$ cat config.mk
export PLATFORM = sky130hd
export DESIGN_NAME = ras_predictor
export DESIGN_NICKNAME = d
export VERILOG_FILES = /design/src/hdl/ras_pkg.sv /design/src/hdl/ras_stack_if.sv /design/src/hdl/ras_stack.sv /design/src/hdl/ras_predictor.sv
export VERILOG_INCLUDE_DIRS = /design/src /design/src/hdl
export SDC_FILE = /design/constraint.sdc
export NUM_CORES = 1
export LEC_CHECK = 0
export ABC_AREA = 1
export BUFFER_PORTS_ARGS = -buffer_cell sky130_fd_sc_hd__buf_2
export CAP_MARGIN = 40
export CORE_MARGIN = 1.5
export CORE_UTILIZATION = 35
export CTS_BUF_LIST = sky130_fd_sc_hd__clkbuf_2
export CTS_CLUSTER_DIAMETER = 50
export DETAILED_ROUTE_END_ITERATION = 6
export HOLD_SLACK_MARGIN = 0.03
export PLACE_DENSITY_LB_ADDON = 0.08
export SLEW_MARGIN = 15
export SYNTH_ARGS = -nofsm -noshare
export SYNTH_HDL_FRONTEND = slang
export SYNTH_SLANG_ARGS = --single-unit
$ cat constraint.sdc
create_clock -name i_clk -period 24.7 [get_ports i_clk]
set_input_delay 7.41 -clock i_clk [delete_from_list [all_inputs] [get_ports i_clk]]
set_output_delay 7.41 -clock i_clk [all_outputs]
set_load 0.02 [all_outputs]
$ cat src/hdl/ras_consts.svh
// constants for the return-address stack predictor
`ifndef RAS_CONSTS_SVH
`define RAS_CONSTS_SVH
`define RAS_ADDR_W       32
`define RAS_DEPTH        8
`define RAS_PTR_W        3
`define RAS_CNT_W        4
`define RAS_IQ_ENTRIES   8
`define RAS_IQ_IDX_W     3
`define RAS_DISP_WIN     3
`define RAS_BO_SPECIAL   5'h14
`define RAS_BI_SPECIAL   5'h1F
`define RAS_INSTR_BYTES  32'h0000_0004
`endif

$ cat src/hdl/ras_pkg.sv
// types shared by the return-address stack predictor files
package ras_pkg;
  // kind of branch presented by fetch
  typedef enum logic [3:0] {
    RAS_BR_OTHER = 4'h1,
    RAS_BR_CALL  = 4'h2,
    RAS_BR_RET   = 4'h4,
    RAS_BR_CTR   = 4'h8
  } ras_br_kind_t;
  // return resolution state
  typedef enum logic [2:0] {
    RAS_ST_IDLE  = 3'h1,
    RAS_ST_PRED  = 3'h2,
    RAS_ST_STALL = 3'h4
  } ras_state_t;
endpackage

$ cat src/hdl/ras_stack_if.sv
// push/pop/flush carrier between predictor control and stack storage
`timescale 1ns/100ps
interface ras_stack_if;
  logic        push;
  logic        pop;
  logic        flush;
  logic [31:0] push_addr;
  logic [31:0] top_addr;
  logic        top_valid;
  modport ctrl  (output push, pop, flush, push_addr, input top_addr, top_valid);
  modport store (input push, pop, flush, push_addr, output top_addr, top_valid);
endinterface

$ cat src/hdl/ras_stack.sv
// circular return-address stack storage
`timescale 1ns/100ps
`include "ras_consts.svh"
module ras_stack
  import ras_pkg::*;
(
  // clock, reset, enable
  input  wire logic  i_clk,
  input  wire logic  i_reset,
  input  wire logic  i_ce,
  // control side
  ras_stack_if.store s
);
  logic [`RAS_PTR_W-1:0]  top_q, top_d;
  logic [`RAS_CNT_W-1:0]  cnt_q, cnt_d;
  logic [`RAS_ADDR_W-1:0] mem_q [`RAS_DEPTH];
  logic [`RAS_ADDR_W-1:0] mem_d [`RAS_DEPTH];

  // ==========================================================
  // next state: full push overwrites the oldest slot by wrapping
  always_comb begin
    top_d = top_q;
    cnt_d = cnt_q;
    for (int i = 0; i < `RAS_DEPTH; i++) begin
      mem_d[i] = mem_q[i];
    end
    if (s.flush) begin
      cnt_d = '0;
    end else if (s.push && !s.pop) begin
      top_d = top_q + 1'b1;
      mem_d[top_q + 1'b1] = s.push_addr;
      if (cnt_q != `RAS_CNT_W'(`RAS_DEPTH)) begin
        cnt_d = cnt_q + 1'b1;
      end
    end else if (s.pop && !s.push && cnt_q != '0) begin
      top_d = top_q - 1'b1;
      cnt_d = cnt_q - 1'b1;
    end else if (s.pop && s.push) begin
      mem_d[top_q] = s.push_addr; // replace top
    end
  end

  // registers
  always_ff @(posedge i_clk) begin
    if (i_reset) begin
      top_q <= '0;
      cnt_q <= '0;
      for (int i = 0; i < `RAS_DEPTH; i++) begin
        mem_q[i] <= '0;
      end
    end else if (i_ce) begin
      top_q <= top_d;
      cnt_q <= cnt_d;
      for (int i = 0; i < `RAS_DEPTH; i++) begin
        mem_q[i] <= mem_d[i];
      end
    end
  end

  assign s.top_addr  = mem_q[top_q];
  assign s.top_valid = (cnt_q != '0);
endmodule

$ cat src/hdl/ras_predictor.sv
// return-address stack predictor with branch folding decisions
`timescale 1ns/100ps
`include "ras_consts.svh"
// Contract
// - every call branch but the capture form pushes its return address; every call writes return_link_reg
// - a return predicts its target from the stack top
// - stack prediction is used when the real link value is not yet ready
// - a return that consults the stack pops one entry
// - without prediction a return stalls until link value is forwarded
// - call form BO=20, BI=31, target next instruction pushes nothing
// - that form still writes next address into return_link_reg
// - that form is forced not-taken, no taken bubble
// - a return address mispredict flushes the whole stack
// - after flush returns find no prediction and stall for the link value
// - only branches not writing link nor changing count may fold
// - taken foldable branches fold immediately, no dispatch slot
// - not-taken foldable branch in entries 0-2 is handled normally
// - foldable branch in entries 3-7 removed the cycle after execution
// - entries 0-2 form the dispatch window, in program order
// - link/count moves forward early from first integer station when ready
module ras_predictor
  import ras_pkg::*;
(
  // clock, reset, enable
  input  wire logic                       i_clk,
  input  wire logic                       i_reset,
  input  wire logic                       i_ce,
  // branch presented for execution
  input  wire logic                       i_br_valid,
  input  wire logic [3:0]                 i_br_kind,
  input  wire logic                       i_br_link,
  input  wire logic                       i_br_taken,
  input  wire logic [4:0]                 i_br_bo,
  input  wire logic [4:0]                 i_br_bi,
  input  wire logic [`RAS_ADDR_W-1:0]     i_br_target,
  input  wire logic [`RAS_ADDR_W-1:0]     i_current_instr_address,
  input  wire logic [`RAS_IQ_IDX_W-1:0]   i_br_iq_slot,
  // link / count forwarding from the complex integer unit station 0
  input  wire logic                       i_mt_valid,
  input  wire logic                       i_mt_is_count,
  input  wire logic                       i_mt_src_ready,
  input  wire logic [`RAS_ADDR_W-1:0]     i_mt_value,
  // resolution of a predicted return
  input  wire logic                       i_ret_resolve,
  // fetch redirection
  output logic                            o_redirect,
  output logic [`RAS_ADDR_W-1:0]          o_redirect_addr,
  output logic                            o_ret_predicted,
  output logic                            o_ret_stall,
  output logic                            o_mispredict,
  // architected registers seen by the branch unit
  output logic [`RAS_ADDR_W-1:0]          o_return_link_reg,
  output logic [`RAS_ADDR_W-1:0]          o_loop_count_reg,
  // instruction_queue folding
  output logic                            o_fold_now,
  output logic                            o_remove_next,
  output logic [`RAS_IQ_IDX_W-1:0]        o_remove_slot,
  output logic                            o_dispatch_normal
);
  // storage lives in its own module; pairing of calls and returns is kept
  // here, so the stack itself never needs to know the branch kinds
  ras_stack_if st ();

  ras_stack u_stack (
    .i_clk   (i_clk),
    .i_reset (i_reset),
    .i_ce    (i_ce),
    .s       (st.store)
  );

  // ==========================================================
  // decode helpers
  function automatic logic is_capture(input logic [4:0] bo, input logic [4:0] bi,
                                      input logic [31:0] tgt, input logic [31:0] current_instr_address);
    is_capture = (bo == `RAS_BO_SPECIAL) && (bi == `RAS_BI_SPECIAL) &&
                 (tgt == current_instr_address + `RAS_INSTR_BYTES);
  endfunction

  function automatic logic in_window(input logic [`RAS_IQ_IDX_W-1:0] slot);
    in_window = (slot < `RAS_IQ_IDX_W'(`RAS_DISP_WIN));
  endfunction

  // ==========================================================
  // state
  // link readiness is set by a call or a forwarded link move and cleared
  // while a link move still waits for its source; a return inside that
  // window predicts from the stack instead of using a stale link value.
  // only one return is tracked at a time: later returns are ignored until
  // the outstanding one resolves, which keeps pushes and pops paired
  ras_state_t                st_q, st_d;
  logic [`RAS_ADDR_W-1:0]    lr_q, lr_d;
  logic                      lr_ready_q, lr_ready_d;
  logic [`RAS_ADDR_W-1:0]    ctr_q, ctr_d;
  logic [`RAS_ADDR_W-1:0]    pred_q, pred_d;
  logic                      redir_q, redir_d;
  logic [`RAS_ADDR_W-1:0]    raddr_q, raddr_d;
  logic                      rpred_q, rpred_d;
  logic                      stall_q, stall_d;
  logic                      misp_q, misp_d;
  logic                      fold_q, fold_d;
  logic                      rem_q, rem_d;
  logic [`RAS_IQ_IDX_W-1:0]  rslot_q, rslot_d;
  logic                      dnorm_q, dnorm_d;

  logic is_call, is_ret, is_ctr, capture, foldable;
  logic [`RAS_ADDR_W-1:0] next_addr;

  assign is_call   = i_br_valid && (i_br_kind == RAS_BR_CALL);
  assign is_ret    = i_br_valid && (i_br_kind == RAS_BR_RET);
  assign is_ctr    = i_br_valid && (i_br_kind == RAS_BR_CTR);
  assign capture   = is_call && is_capture(i_br_bo, i_br_bi, i_br_target, i_current_instr_address);
  assign next_addr = i_current_instr_address + `RAS_INSTR_BYTES;
  // link-writing or count-modifying branches never fold
  assign foldable  = i_br_valid && (i_br_kind == RAS_BR_OTHER) && !i_br_link;

  // ==========================================================
  // stack commands: capture form skips the push so the stack stays paired
  always_comb begin
    st.push      = is_call && !capture;
    st.push_addr = next_addr;
    // only a return waiting on the link value consults and pops
    st.pop       = is_ret && st_q == RAS_ST_IDLE && !lr_ready_q && st.top_valid;
    st.flush     = misp_d;
  end

  // ==========================================================
  // next values of branch unit state
  always_comb begin
    st_d       = st_q;
    pred_d     = pred_q;
    redir_d    = 1'b0;
    raddr_d    = raddr_q;
    rpred_d    = 1'b0;
    stall_d    = 1'b0;
    misp_d     = 1'b0;

    if (is_call && !capture && i_br_taken) begin
      redir_d = 1'b1;
      raddr_d = i_br_target;
    end
    // capture form falls through, so no redirect at all

    if (is_ctr) begin
      redir_d = 1'b1;
      raddr_d = ctr_q;
    end

    unique case (st_q)
      RAS_ST_IDLE: begin
        if (is_ret) begin
          if (lr_ready_q) begin
            redir_d = 1'b1;
            raddr_d = lr_q;
          end else if (st.top_valid) begin
            redir_d = 1'b1;
            raddr_d = st.top_addr;
            rpred_d = 1'b1;
            pred_d  = st.top_addr;
            st_d    = RAS_ST_PRED;
          end else begin
            stall_d = 1'b1;
            st_d    = RAS_ST_STALL;
          end
        end
      end
      RAS_ST_PRED: begin
        // check guess against the forwarded link value
        if (i_ret_resolve && lr_ready_q) begin
          st_d = RAS_ST_IDLE;
          if (lr_q != pred_q) begin
            misp_d  = 1'b1;
            redir_d = 1'b1;
            raddr_d = lr_q;
          end
        end
      end
      RAS_ST_STALL: begin
        if (lr_ready_q) begin
          redir_d = 1'b1;
          raddr_d = lr_q;
          st_d    = RAS_ST_IDLE;
        end else begin
          stall_d = 1'b1;
        end
      end
    endcase
  end

  // registers
  always_ff @(posedge i_clk) begin
    if (i_reset) begin
      st_q       <= RAS_ST_IDLE;
      pred_q     <= '0;
      redir_q    <= 1'b0;
      raddr_q    <= '0;
      rpred_q    <= 1'b0;
      stall_q    <= 1'b0;
      misp_q     <= 1'b0;
    end else if (i_ce) begin
      st_q       <= st_d;
      pred_q     <= pred_d;
      redir_q    <= redir_d;
      raddr_q    <= raddr_d;
      rpred_q    <= rpred_d;
      stall_q    <= stall_d;
      misp_q     <= misp_d;
    end
  end

  // ==========================================================
  // architected link and count registers
  always_comb begin
    lr_d       = lr_q;
    lr_ready_d = lr_ready_q;
    ctr_d      = ctr_q;

    // early forwarding once the move sits at station 0 with its source ready
    if (i_mt_valid && i_mt_src_ready) begin
      if (i_mt_is_count) begin
        ctr_d = i_mt_value;
      end else begin
        lr_d       = i_mt_value;
        lr_ready_d = 1'b1;
      end
    end else if (i_mt_valid && !i_mt_is_count) begin
      // a link move still waiting on its source leaves the old value stale
      lr_ready_d = 1'b0;
    end

    // call forms write the architected link register, the capture form too
    if (is_call || (is_ctr && i_br_link)) begin
      lr_d       = next_addr;
      lr_ready_d = 1'b1;
    end
  end

  // link and count registers
  always_ff @(posedge i_clk) begin
    if (i_reset) begin
      lr_q       <= '0;
      lr_ready_q <= 1'b0;
      ctr_q      <= '0;
    end else if (i_ce) begin
      lr_q       <= lr_d;
      lr_ready_q <= lr_ready_d;
      ctr_q      <= ctr_d;
    end
  end

  // ==========================================================
  // folding decisions for simple branches
  always_comb begin
    fold_d  = 1'b0;
    rem_d   = 1'b0;
    rslot_d = rslot_q;
    dnorm_d = 1'b0;
    if (foldable) begin
      if (i_br_taken) begin
        fold_d = 1'b1;
      end else if (in_window(i_br_iq_slot)) begin
        // the window dispatches in order, so these cannot fall through
        dnorm_d = 1'b1;
      end else begin
        // further up the queue the entry is simply dropped next cycle
        rem_d   = 1'b1;
        rslot_d = i_br_iq_slot;
      end
    end
  end

  // folding registers
  always_ff @(posedge i_clk) begin
    if (i_reset) begin
      fold_q  <= 1'b0;
      rem_q   <= 1'b0;
      rslot_q <= '0;
      dnorm_q <= 1'b0;
    end else if (i_ce) begin
      fold_q  <= fold_d;
      rem_q   <= rem_d;
      rslot_q <= rslot_d;
      dnorm_q <= dnorm_d;
    end
  end

  // ==========================================================
  // outputs straight from flops
  assign o_redirect        = redir_q;
  assign o_redirect_addr   = raddr_q;
  assign o_ret_predicted   = rpred_q;
  assign o_ret_stall       = stall_q;
  assign o_mispredict      = misp_q;
  assign o_return_link_reg = lr_q;
  assign o_loop_count_reg  = ctr_q;
  assign o_fold_now        = fold_q;
  assign o_remove_next     = rem_q;
  assign o_remove_slot     = rslot_q;
  assign o_dispatch_normal = dnorm_q;
endmodule

==> flow_summary_export.csv, run 1 <==
group,metric,value,unit
status,status,"finished, final reports clean",
synth,syn_inst,3822,
grt,grt_pass1_vias,26840,
synth,yosysTopAreaCell,"edfxtp_1",
sta,rsz0062_at_grt,"no",
sta,min_period,11.78,ns
die,start_util,35.54,%
synth,yosysSeqAreaShare,38.78,%
sta,fmax,0.08491,GHz
setup_path,cp_slowest_cell,"buf_4",
synth,ys_top_cells_by_area,"edfxtp_1, nand2_1, o211ai_1",
setup_path,arrival,12.77,ns
setup_path,cp_max_fo,119,
die,io-pin-count,229,
setup_path,crit_start,"i_current_instr_address[2]",
synth,ys_types,43,
setup_path,crit_family,"buffers and inverters",
clock_tree,clock_latency,1.31,ns
finish,largest-register,"u_stack.mem_q",
power,p_leak,10.98,nW
setup_path,reg2reg_slack,20.28,ns
synth,yosysWarnings,0,
synth,syn-num-nets,3951,
clock_tree,hold_buffers,0,
placed_design,postPlaceCellArea,29610,sq um
route,dr.pass1.iters,6,
sta,period_share,47.68,%
clock_tree,clockRootBuffer,"clkbuf_2",
sta,totalNegativeSetupSlack,0,ns
finish,multi_input_area,14910,sq um
clock_tree,cts_buffers,121,
synth,yosysTopAreaCellShare,27.79,%
finish,fin_area,30730,sq um
setup_path,start_kind,"input port",
sta,setup-violations-final,0,
synth,async_reset_ff_share,0,%
finish,largest_reg_flops,256,
grt,grt_max_degree,137,
grt,grt_use_met1,40.25,%
finish,nets,4036,
setup_path,end_kind,"flip-flop",
sta,drv_slew,0,
grt,grt_usage,29.36,%
clock_tree,cts_tree,"done",
route,route.detailed.wl_per_inst,24.31,um
synth,synth_edf_count,256,
die,die_h,284.2,um
power,peakVddDrop,0.02660,mV
hold_path,min_from,"o_ret_predicted$_SDFFE_PP0P_",
finish,register_area,10740,sq um
die,die_area,80740,sq um
synth,avgSynthCellArea,7.239,sq um
placed_design,dp_hpwl,77450,um
hold_path,hp-class,"reg2reg",
route,ant_nets,0,
die,fp-row-count,102,
route,num_vias,29490,
sta,finalHoldViolations,0,
setup_path,cpPeakStageDelay,0.71,ns
power,power.density,51.91,nW/um^2
route,wl,122100,um
finish,areaGrowthSynthToFinish,11.06,%
grt,met3_usage,4.775,%
route,route.detailed.drc,0,
setup_path,worstPathCellList,"buf_2 -> inv_1 -> nor2_4 -> nand2_1 -> nor2_2 -> nand3_1 -> nand2_1 -> nand2_1 -> nand2_1 -> nor2_1 -> nand3_1 -> nor2_2 -> nand2_4 -> nand2_8 -> buf_16 -> inv_8 -> buf_4 -> buf_16 -> buf_4 -> o211ai_1 -> a21oi_1",
placed_design,globalplace.congestion,0.9019,
finish,layout-drive-gt1-share,14.00,%
die,fp.dieW,284.2,um
setup_path,path_buf_inv,7,
hold_path,min_to,"o_ret_predicted$_SDFFE_PP0P_",
clock_tree,clockBufferDepth,3,
synth,netlist_area,27670,sq um
sta,worstMarginPinSlew,0.9845,ns
clock_tree,post_cts_buffers,0,
setup_path,r2r_end,"u_stack.mem_q[4][22]$_SDFFCE_PN0P_",
grt,antenna_found_initial,2,
setup_path,cp_common_cell,"nand2_1",
synth,synth.ff_latch_count,408,
grt,gr-usage-met2,45.63,%
sta,finClkSkew,0.1530,ns
route,drt_iter0_markers,3201,
sta,max-slew-margin-rel,34.06,%
route,via_per_inst,5.869,
die,core,77850,sq um
synth,synthFlopType,"edfxtp_1",
clock_tree,cts_max_level,3,
placed_design,portBuffers,228,
grt,globalRoute.totalOverflow,0,
grt,grt.busiest_layer,"met2",
clock_tree,ctsResizeCount,0,
setup_path,crit_required,25.70,ns
setup_path,rr_worst_depth,9,
setup_path,reg2reg_from,"o_return_link_reg[16]$_SDFFE_PP0P_",
grt,grt_pass1_wl,181200,um
setup_path,worstSetupPathType,"in2reg",
clock_tree,clock_sinks,408,
clock_tree,clkTransAtPathRegs,0.08,ns
hold_path,whs_path_depth,2,
flow_run,maxCapViolations,0,
finish,fillers,8274,
cell families (layout without fill, tap and decap cells):
| group | count (synthesis) | count (layout) | synth area share (%) |
|---|---|---|---|
| fa+ha+maj | 6 | 6 | 0.2985 |
| simple gates | 1578 | 1578 | 23.39 |
| compound gates | 1263 | 1263 | 28.73 |
| buf+inv | 537 | 694 | 7.824 |
| other cells | 0 | 5 | 0 |
| xor+xnor | 30 | 30 | 0.9769 |
| flops | 408 | 408 | 38.78 |
layer usage:
metal	vias up	wire, um	part of all wire, %
met2	1355	54580	45
met5	-	0	0
li1	13860	-	-
met4	0	4846	4.0
met1	14070	52960	43
met3	202	9758	8.0
how the worst max path moves through the flow:
| stage | end | slack, ns | cells after the start |
|---|---|---|---|
| floorplan | u_stack.mem_q[0][0]$_SDFFCE_PN0P_ | 1.14 | 17 |
| global placement | u_stack.mem_q[2][27]$_SDFFCE_PN0P_ | 11.26 | 19 |
| detailed placement | u_stack.mem_q[4][12]$_SDFFCE_PN0P_ | 11.19 | 20 |
| CTS | u_stack.mem_q[4][22]$_SDFFCE_PN0P_ | 12.52 | 20 |
| global route | u_stack.mem_q[3][22]$_SDFFCE_PN0P_ | 12.55 | 22 |
| finish | u_stack.mem_q[4][22]$_SDFFCE_PN0P_ | 12.92 | 21 |
power breakdown:
| part | switching, mW | total (mW) | leakage (nW) | internal [mW] |
|---|---|---|---|---|
| combinational | 0.184 | 0.263 | 6.32 | 0.0788 |
| sequential | 0.0297 | 0.792 | 3.87 | 0.762 |
| clock | 0.330 | 0.540 | 0.793 | 0.210 |
worst min-delay path, delay by kind of cell, from the launching register on:
family / cells / cell delay (ns)
flip-flops: 1 / 0.31
AND/OR/NAND/NOR: 1 / 0.06
AO/OA/AOI/OAI: 1 / 0.05
synthesized netlist by cell type (3+ instances only):
cell type / instances
buf_2: 41
dfxtp_1: 152
nor2_1: 383
o21ai_1: 4
clkbuf_1: 272
nand2_2: 8
xnor2_1: 20
a22o_1: 20
a31oi_1: 35
nor4_1: 4
o21ai_0: 215
ha_1: 5
clkinv_1: 12
o2111ai_1: 4
a221oi_1: 12
buf_1: 13
inv_1: 167
a211oi_1: 134
o22ai_1: 39
nor2_4: 3
or2_2: 4
nand3_1: 150
o211ai_1: 421
nand2_1: 883
nand3b_1: 10
xor2_1: 9
nand4_1: 38
buf_4: 22
inv_2: 8
edfxtp_1: 256
nor3_1: 82
a21oi_1: 375
nor2_2: 8
cells in the final DEF (no fill, tap or decap), types with 4 or more instances in the layout:
master	n
a211oi_1	134
a21oi_1	373
a221oi_1	12
a22o_1	20
a31oi_1	35
buf_16	9
buf_2	228
buf_4	65
buf_6	5
clkbuf_2	176
clkinv_1	24
dfxtp_1	150
diode_2	5
edfxtp_1	256
ha_1	5
inv_1	164
inv_2	8
nand2_1	880
nand2_2	10
nand3_1	150
nand3b_1	10
nand4_1	38
nor2_1	382
nor2_2	9
nor3_1	70
nor3_2	12
nor4_1	4
o2111ai_1	4
o211ai_1	421
o21ai_0	213
o22ai_1	39
or2_2	4
xnor2_1	20
xor2_1	9
final cells by class:
| cell class | instances | area share [%] |
|---|---|---|
| clock inverter | 19 | 0.4846 |
| clock buffer | 176 | 2.867 |
| inverter | 187 | 2.317 |
| timing repair buffer | 312 | 6.584 |
| multi-input combinational | 2877 | 48.53 |
| antenna | 5 | 0.04072 |
| tap | 1040 | 4.235 |
| sequential | 408 | 34.94 |
per-stage QoR:
| stage | power, mW | hold WS, ns | util, % | std cells | setup WS (ns) |
|---|---|---|---|---|---|
| floorplan | 0.9651 | 0.4480 | - | 3822 | 1.135 |
| global placement | 1.060 | 0.4537 | 37.54 | 4794 | 11.26 |
| detailed placement | 1.065 | 0.4571 | 38.03 | 4819 | 11.19 |
| CTS | 1.607 | 0.4680 | 39.35 | 5014 | 12.52 |
| global route | 1.671 | 0.4882 | 39.46 | 5021 | 12.55 |
| finish | 1.595 | 0.4636 | 39.47 | 5024 | 12.92 |
Power figures use the tool's default switching activity.
==> run 2, diff against run 1 <==
clock period = 9.5 ns   (was 24.7 ns; I/O delays follow)
==> run 2 against run 1 <==
  * Wire length is 0.62% lower
  * Via count down 0.36%
  * Critical path depth down 2
  * Register-to-register slack worse by 15 ns
==> flow_summary_export.csv, run 2 (synthesis results as in run 1) <==
group,metric,value,unit
status,status,"finished, final reports clean",
die,die_h,284.2,um
grt,grt_pass1_wl,178900,um
die,core,77850,sq um
setup_path,rr_worst_depth,10,
placed_design,globalplace.congestion,0.9244,
grt,grt_pass1_vias,26570,
clock_tree,clock_sinks,408,
setup_path,worstPathCellList,"buf_2 -> inv_1 -> nor2_4 -> nand2_1 -> nor2_2 -> nand3_1 -> nand2_1 -> nand2_1 -> nand2_1 -> nor2_1 -> nand3_1 -> nor2_2 -> nand2_4 -> nand2_8 -> inv_8 -> buf_16 -> buf_4 -> o211ai_1 -> a21oi_1",
finish,fin_cells,5029,
setup_path,crit_cells,19,
clock_tree,clockBufferDepth,3,
sta,fmax,0.1588,GHz
route,num_vias,29380,
setup_path,r2r_end,"o_redirect_addr[5]$_SDFFE_PP0P_",
route,route.detailed.wl_per_inst,24.14,um
placed_design,portBuffers,228,
sta,worstMarginPinSlew,1.129,ns
clock_tree,cts_max_level,4,
clock_tree,cts_tree,"done",
power,power,4.180,mW
flow_run,maxCapViolations,0,
grt,globalRoute.totalOverflow,0,
power,p_leak,11.03,nW
placed_design,dp_hpwl,76430,um
grt,grt_usage,29.19,%
setup_path,crit_family,"simple AND/OR/NAND/NOR gates",
sta,finalHoldViolations,0,
route,route.detailed.drc,0,
route,ant_nets,0,
clock_tree,post_cts_buffers,0,
sta,rsz0062_at_grt,"no",
clock_tree,cts_buffers,131,
setup_path,cpPeakStageDelay,0.55,ns
setup_path,path_buf_inv,5,
setup_path,cp_slowest_cell,"nand2_1",
sta,setup-violations-final,0,
die,die_area,80740,sq um
grt,antenna_found_initial,1,
setup_path,start_kind,"input port",
die,io-pin-count,229,
sta,drv_slew,0,
hold_path,min_to,"o_ret_predicted$_SDFFE_PP0P_",
setup_path,reg2reg_slack,5.55,ns
finish,nets,4041,
finish,largest_reg_flops,256,
placed_design,placed_cells,4816,
finish,final_cell_mix,"nand2_1, o211ai_1, nor2_1",
route,drt_iter0_markers,3195,
sta,max-slew-margin-rel,24.75,%
route,wl,121400,um
setup_path,crit_required,10.62,ns
finish,layout_commonest_cell,"nand2_1",
clock_tree,clkTransAtPathRegs,0.09,ns
finish,areaGrowthSynthToFinish,11.36,%
hold_path,hp-class,"reg2reg",
setup_path,arrival,7.41,ns
clock_tree,clock_latency,1.33,ns
setup_path,worstSetupPathType,"in2reg",
clock_tree,ctsResizeCount,0,
sta,finClkSkew,0.1271,ns
sta,min_period,6.298,ns
sta,totalNegativeSetupSlack,0,ns
route,via_per_inst,5.842,
power,peakVddDrop,0.08956,mV
setup_path,end_kind,"flip-flop",
clock_tree,hold_buffers,0,
power,power.density,135.7,nW/um^2
sta,period_share,66.29,%
finish,fin_area,30810,sq um
route,dr.pass1.iters,6,
clock_tree,clockRootBuffer,"clkbuf_2",
placed_design,postPlaceCellArea,29680,sq um
die,start_util,35.54,%
hold_path,min_from,"o_ret_predicted$_SDFFE_PP0P_",
die,fp-row-count,102,
setup_path,cp_max_fo,115,
die,fp.dieW,284.2,um
finish,largest-register,"u_stack.mem_q",
hold_path,whs_path_depth,2,
grt,grt_max_degree,167,
finish,layout-drive-gt1-share,14.17,%
setup_path,cp_common_cell,"nand2_1",
## run 2: changes by cell type in the layout (fill, tap and decap cells not counted), sizes merged
cell,previous run,this run
buf,312,306
clkbuf,176,186
diode,5,1
inv,174,177
clkinv,28,30
## run 2: per-layer routing
| metal | track usage, % | vias to the layer above | part of all wire (%) |
|---|---|---|---|
| met5 | 0 | - | 0 |
| met4 | 13.46 | 0 | 4.3 |
| met3 | 4.904 | 210 | 6.6 |
| met2 | 45.64 | 1190 | 45 |
| met1 | 39.27 | 14110 | 44 |
| li1 | - | 13870 | - |
## run 2: how the worst max path moves through the flow
stage	startpoint	endpoint	slack (ns)
3_3_place_gp	i_current_instr_address[2]	u_stack.mem_q[2][28]$_SDFFCE_PN0P_	1.96
2_1_floorplan	i_current_instr_address[2]	u_stack.mem_q[0][0]$_SDFFCE_PN0P_	1.34
6_report	i_current_instr_address[2]	u_stack.mem_q[6][9]$_SDFFCE_PP0P_	3.20
4_1_cts	i_current_instr_address[2]	u_stack.mem_q[6][9]$_SDFFCE_PP0P_	3.43
5_1_grt	i_current_instr_address[2]	u_stack.mem_q[6][9]$_SDFFCE_PP0P_	2.85
3_5_place_dp	i_current_instr_address[2]	u_stack.mem_q[6][9]$_SDFFCE_PP0P_	1.99
## run 2: area by class of cell
cell class,count,area (sq um)
flip-flops and latches,408,10740
clock buffers,185,925.9
fillers,8270,47040
inverters,187,714.4
diodes,1,2.502
repair buffers,307,2066
multi-input cells,2877,14910
well taps,1040,1301
clock inverters,24,151.4
## run 2: report_power, final
group	switching [mW]	internal (mW)	leakage, nW	total [mW]
sequential	0.0770	1.98	3.87	2.06
combinational	0.478	0.206	6.32	0.684
clock	0.869	0.568	0.847	1.44
## run 2: tightest hold or removal path, stage by stage (launching register included)
cell and delay, ns:
dfxtp_1 0.31, nand2_1 0.06, a21oi_1 0.06
## run 2: per-stage QoR
| stage | hold WS (ns) | setup WS, ns | utilization, % |
|---|---|---|---|
| 2_1_floorplan | 0.4480 | 1.343 | - |
| 4_1_cts | 0.4680 | 3.426 | 39.51 |
| 3_5_place_dp | 0.4534 | 1.991 | 38.12 |
| 3_3_place_gp | 0.4505 | 1.960 | 37.57 |
| 6_report | 0.4646 | 3.202 | 39.58 |
| 5_1_grt | 0.4979 | 2.854 | 39.58 |
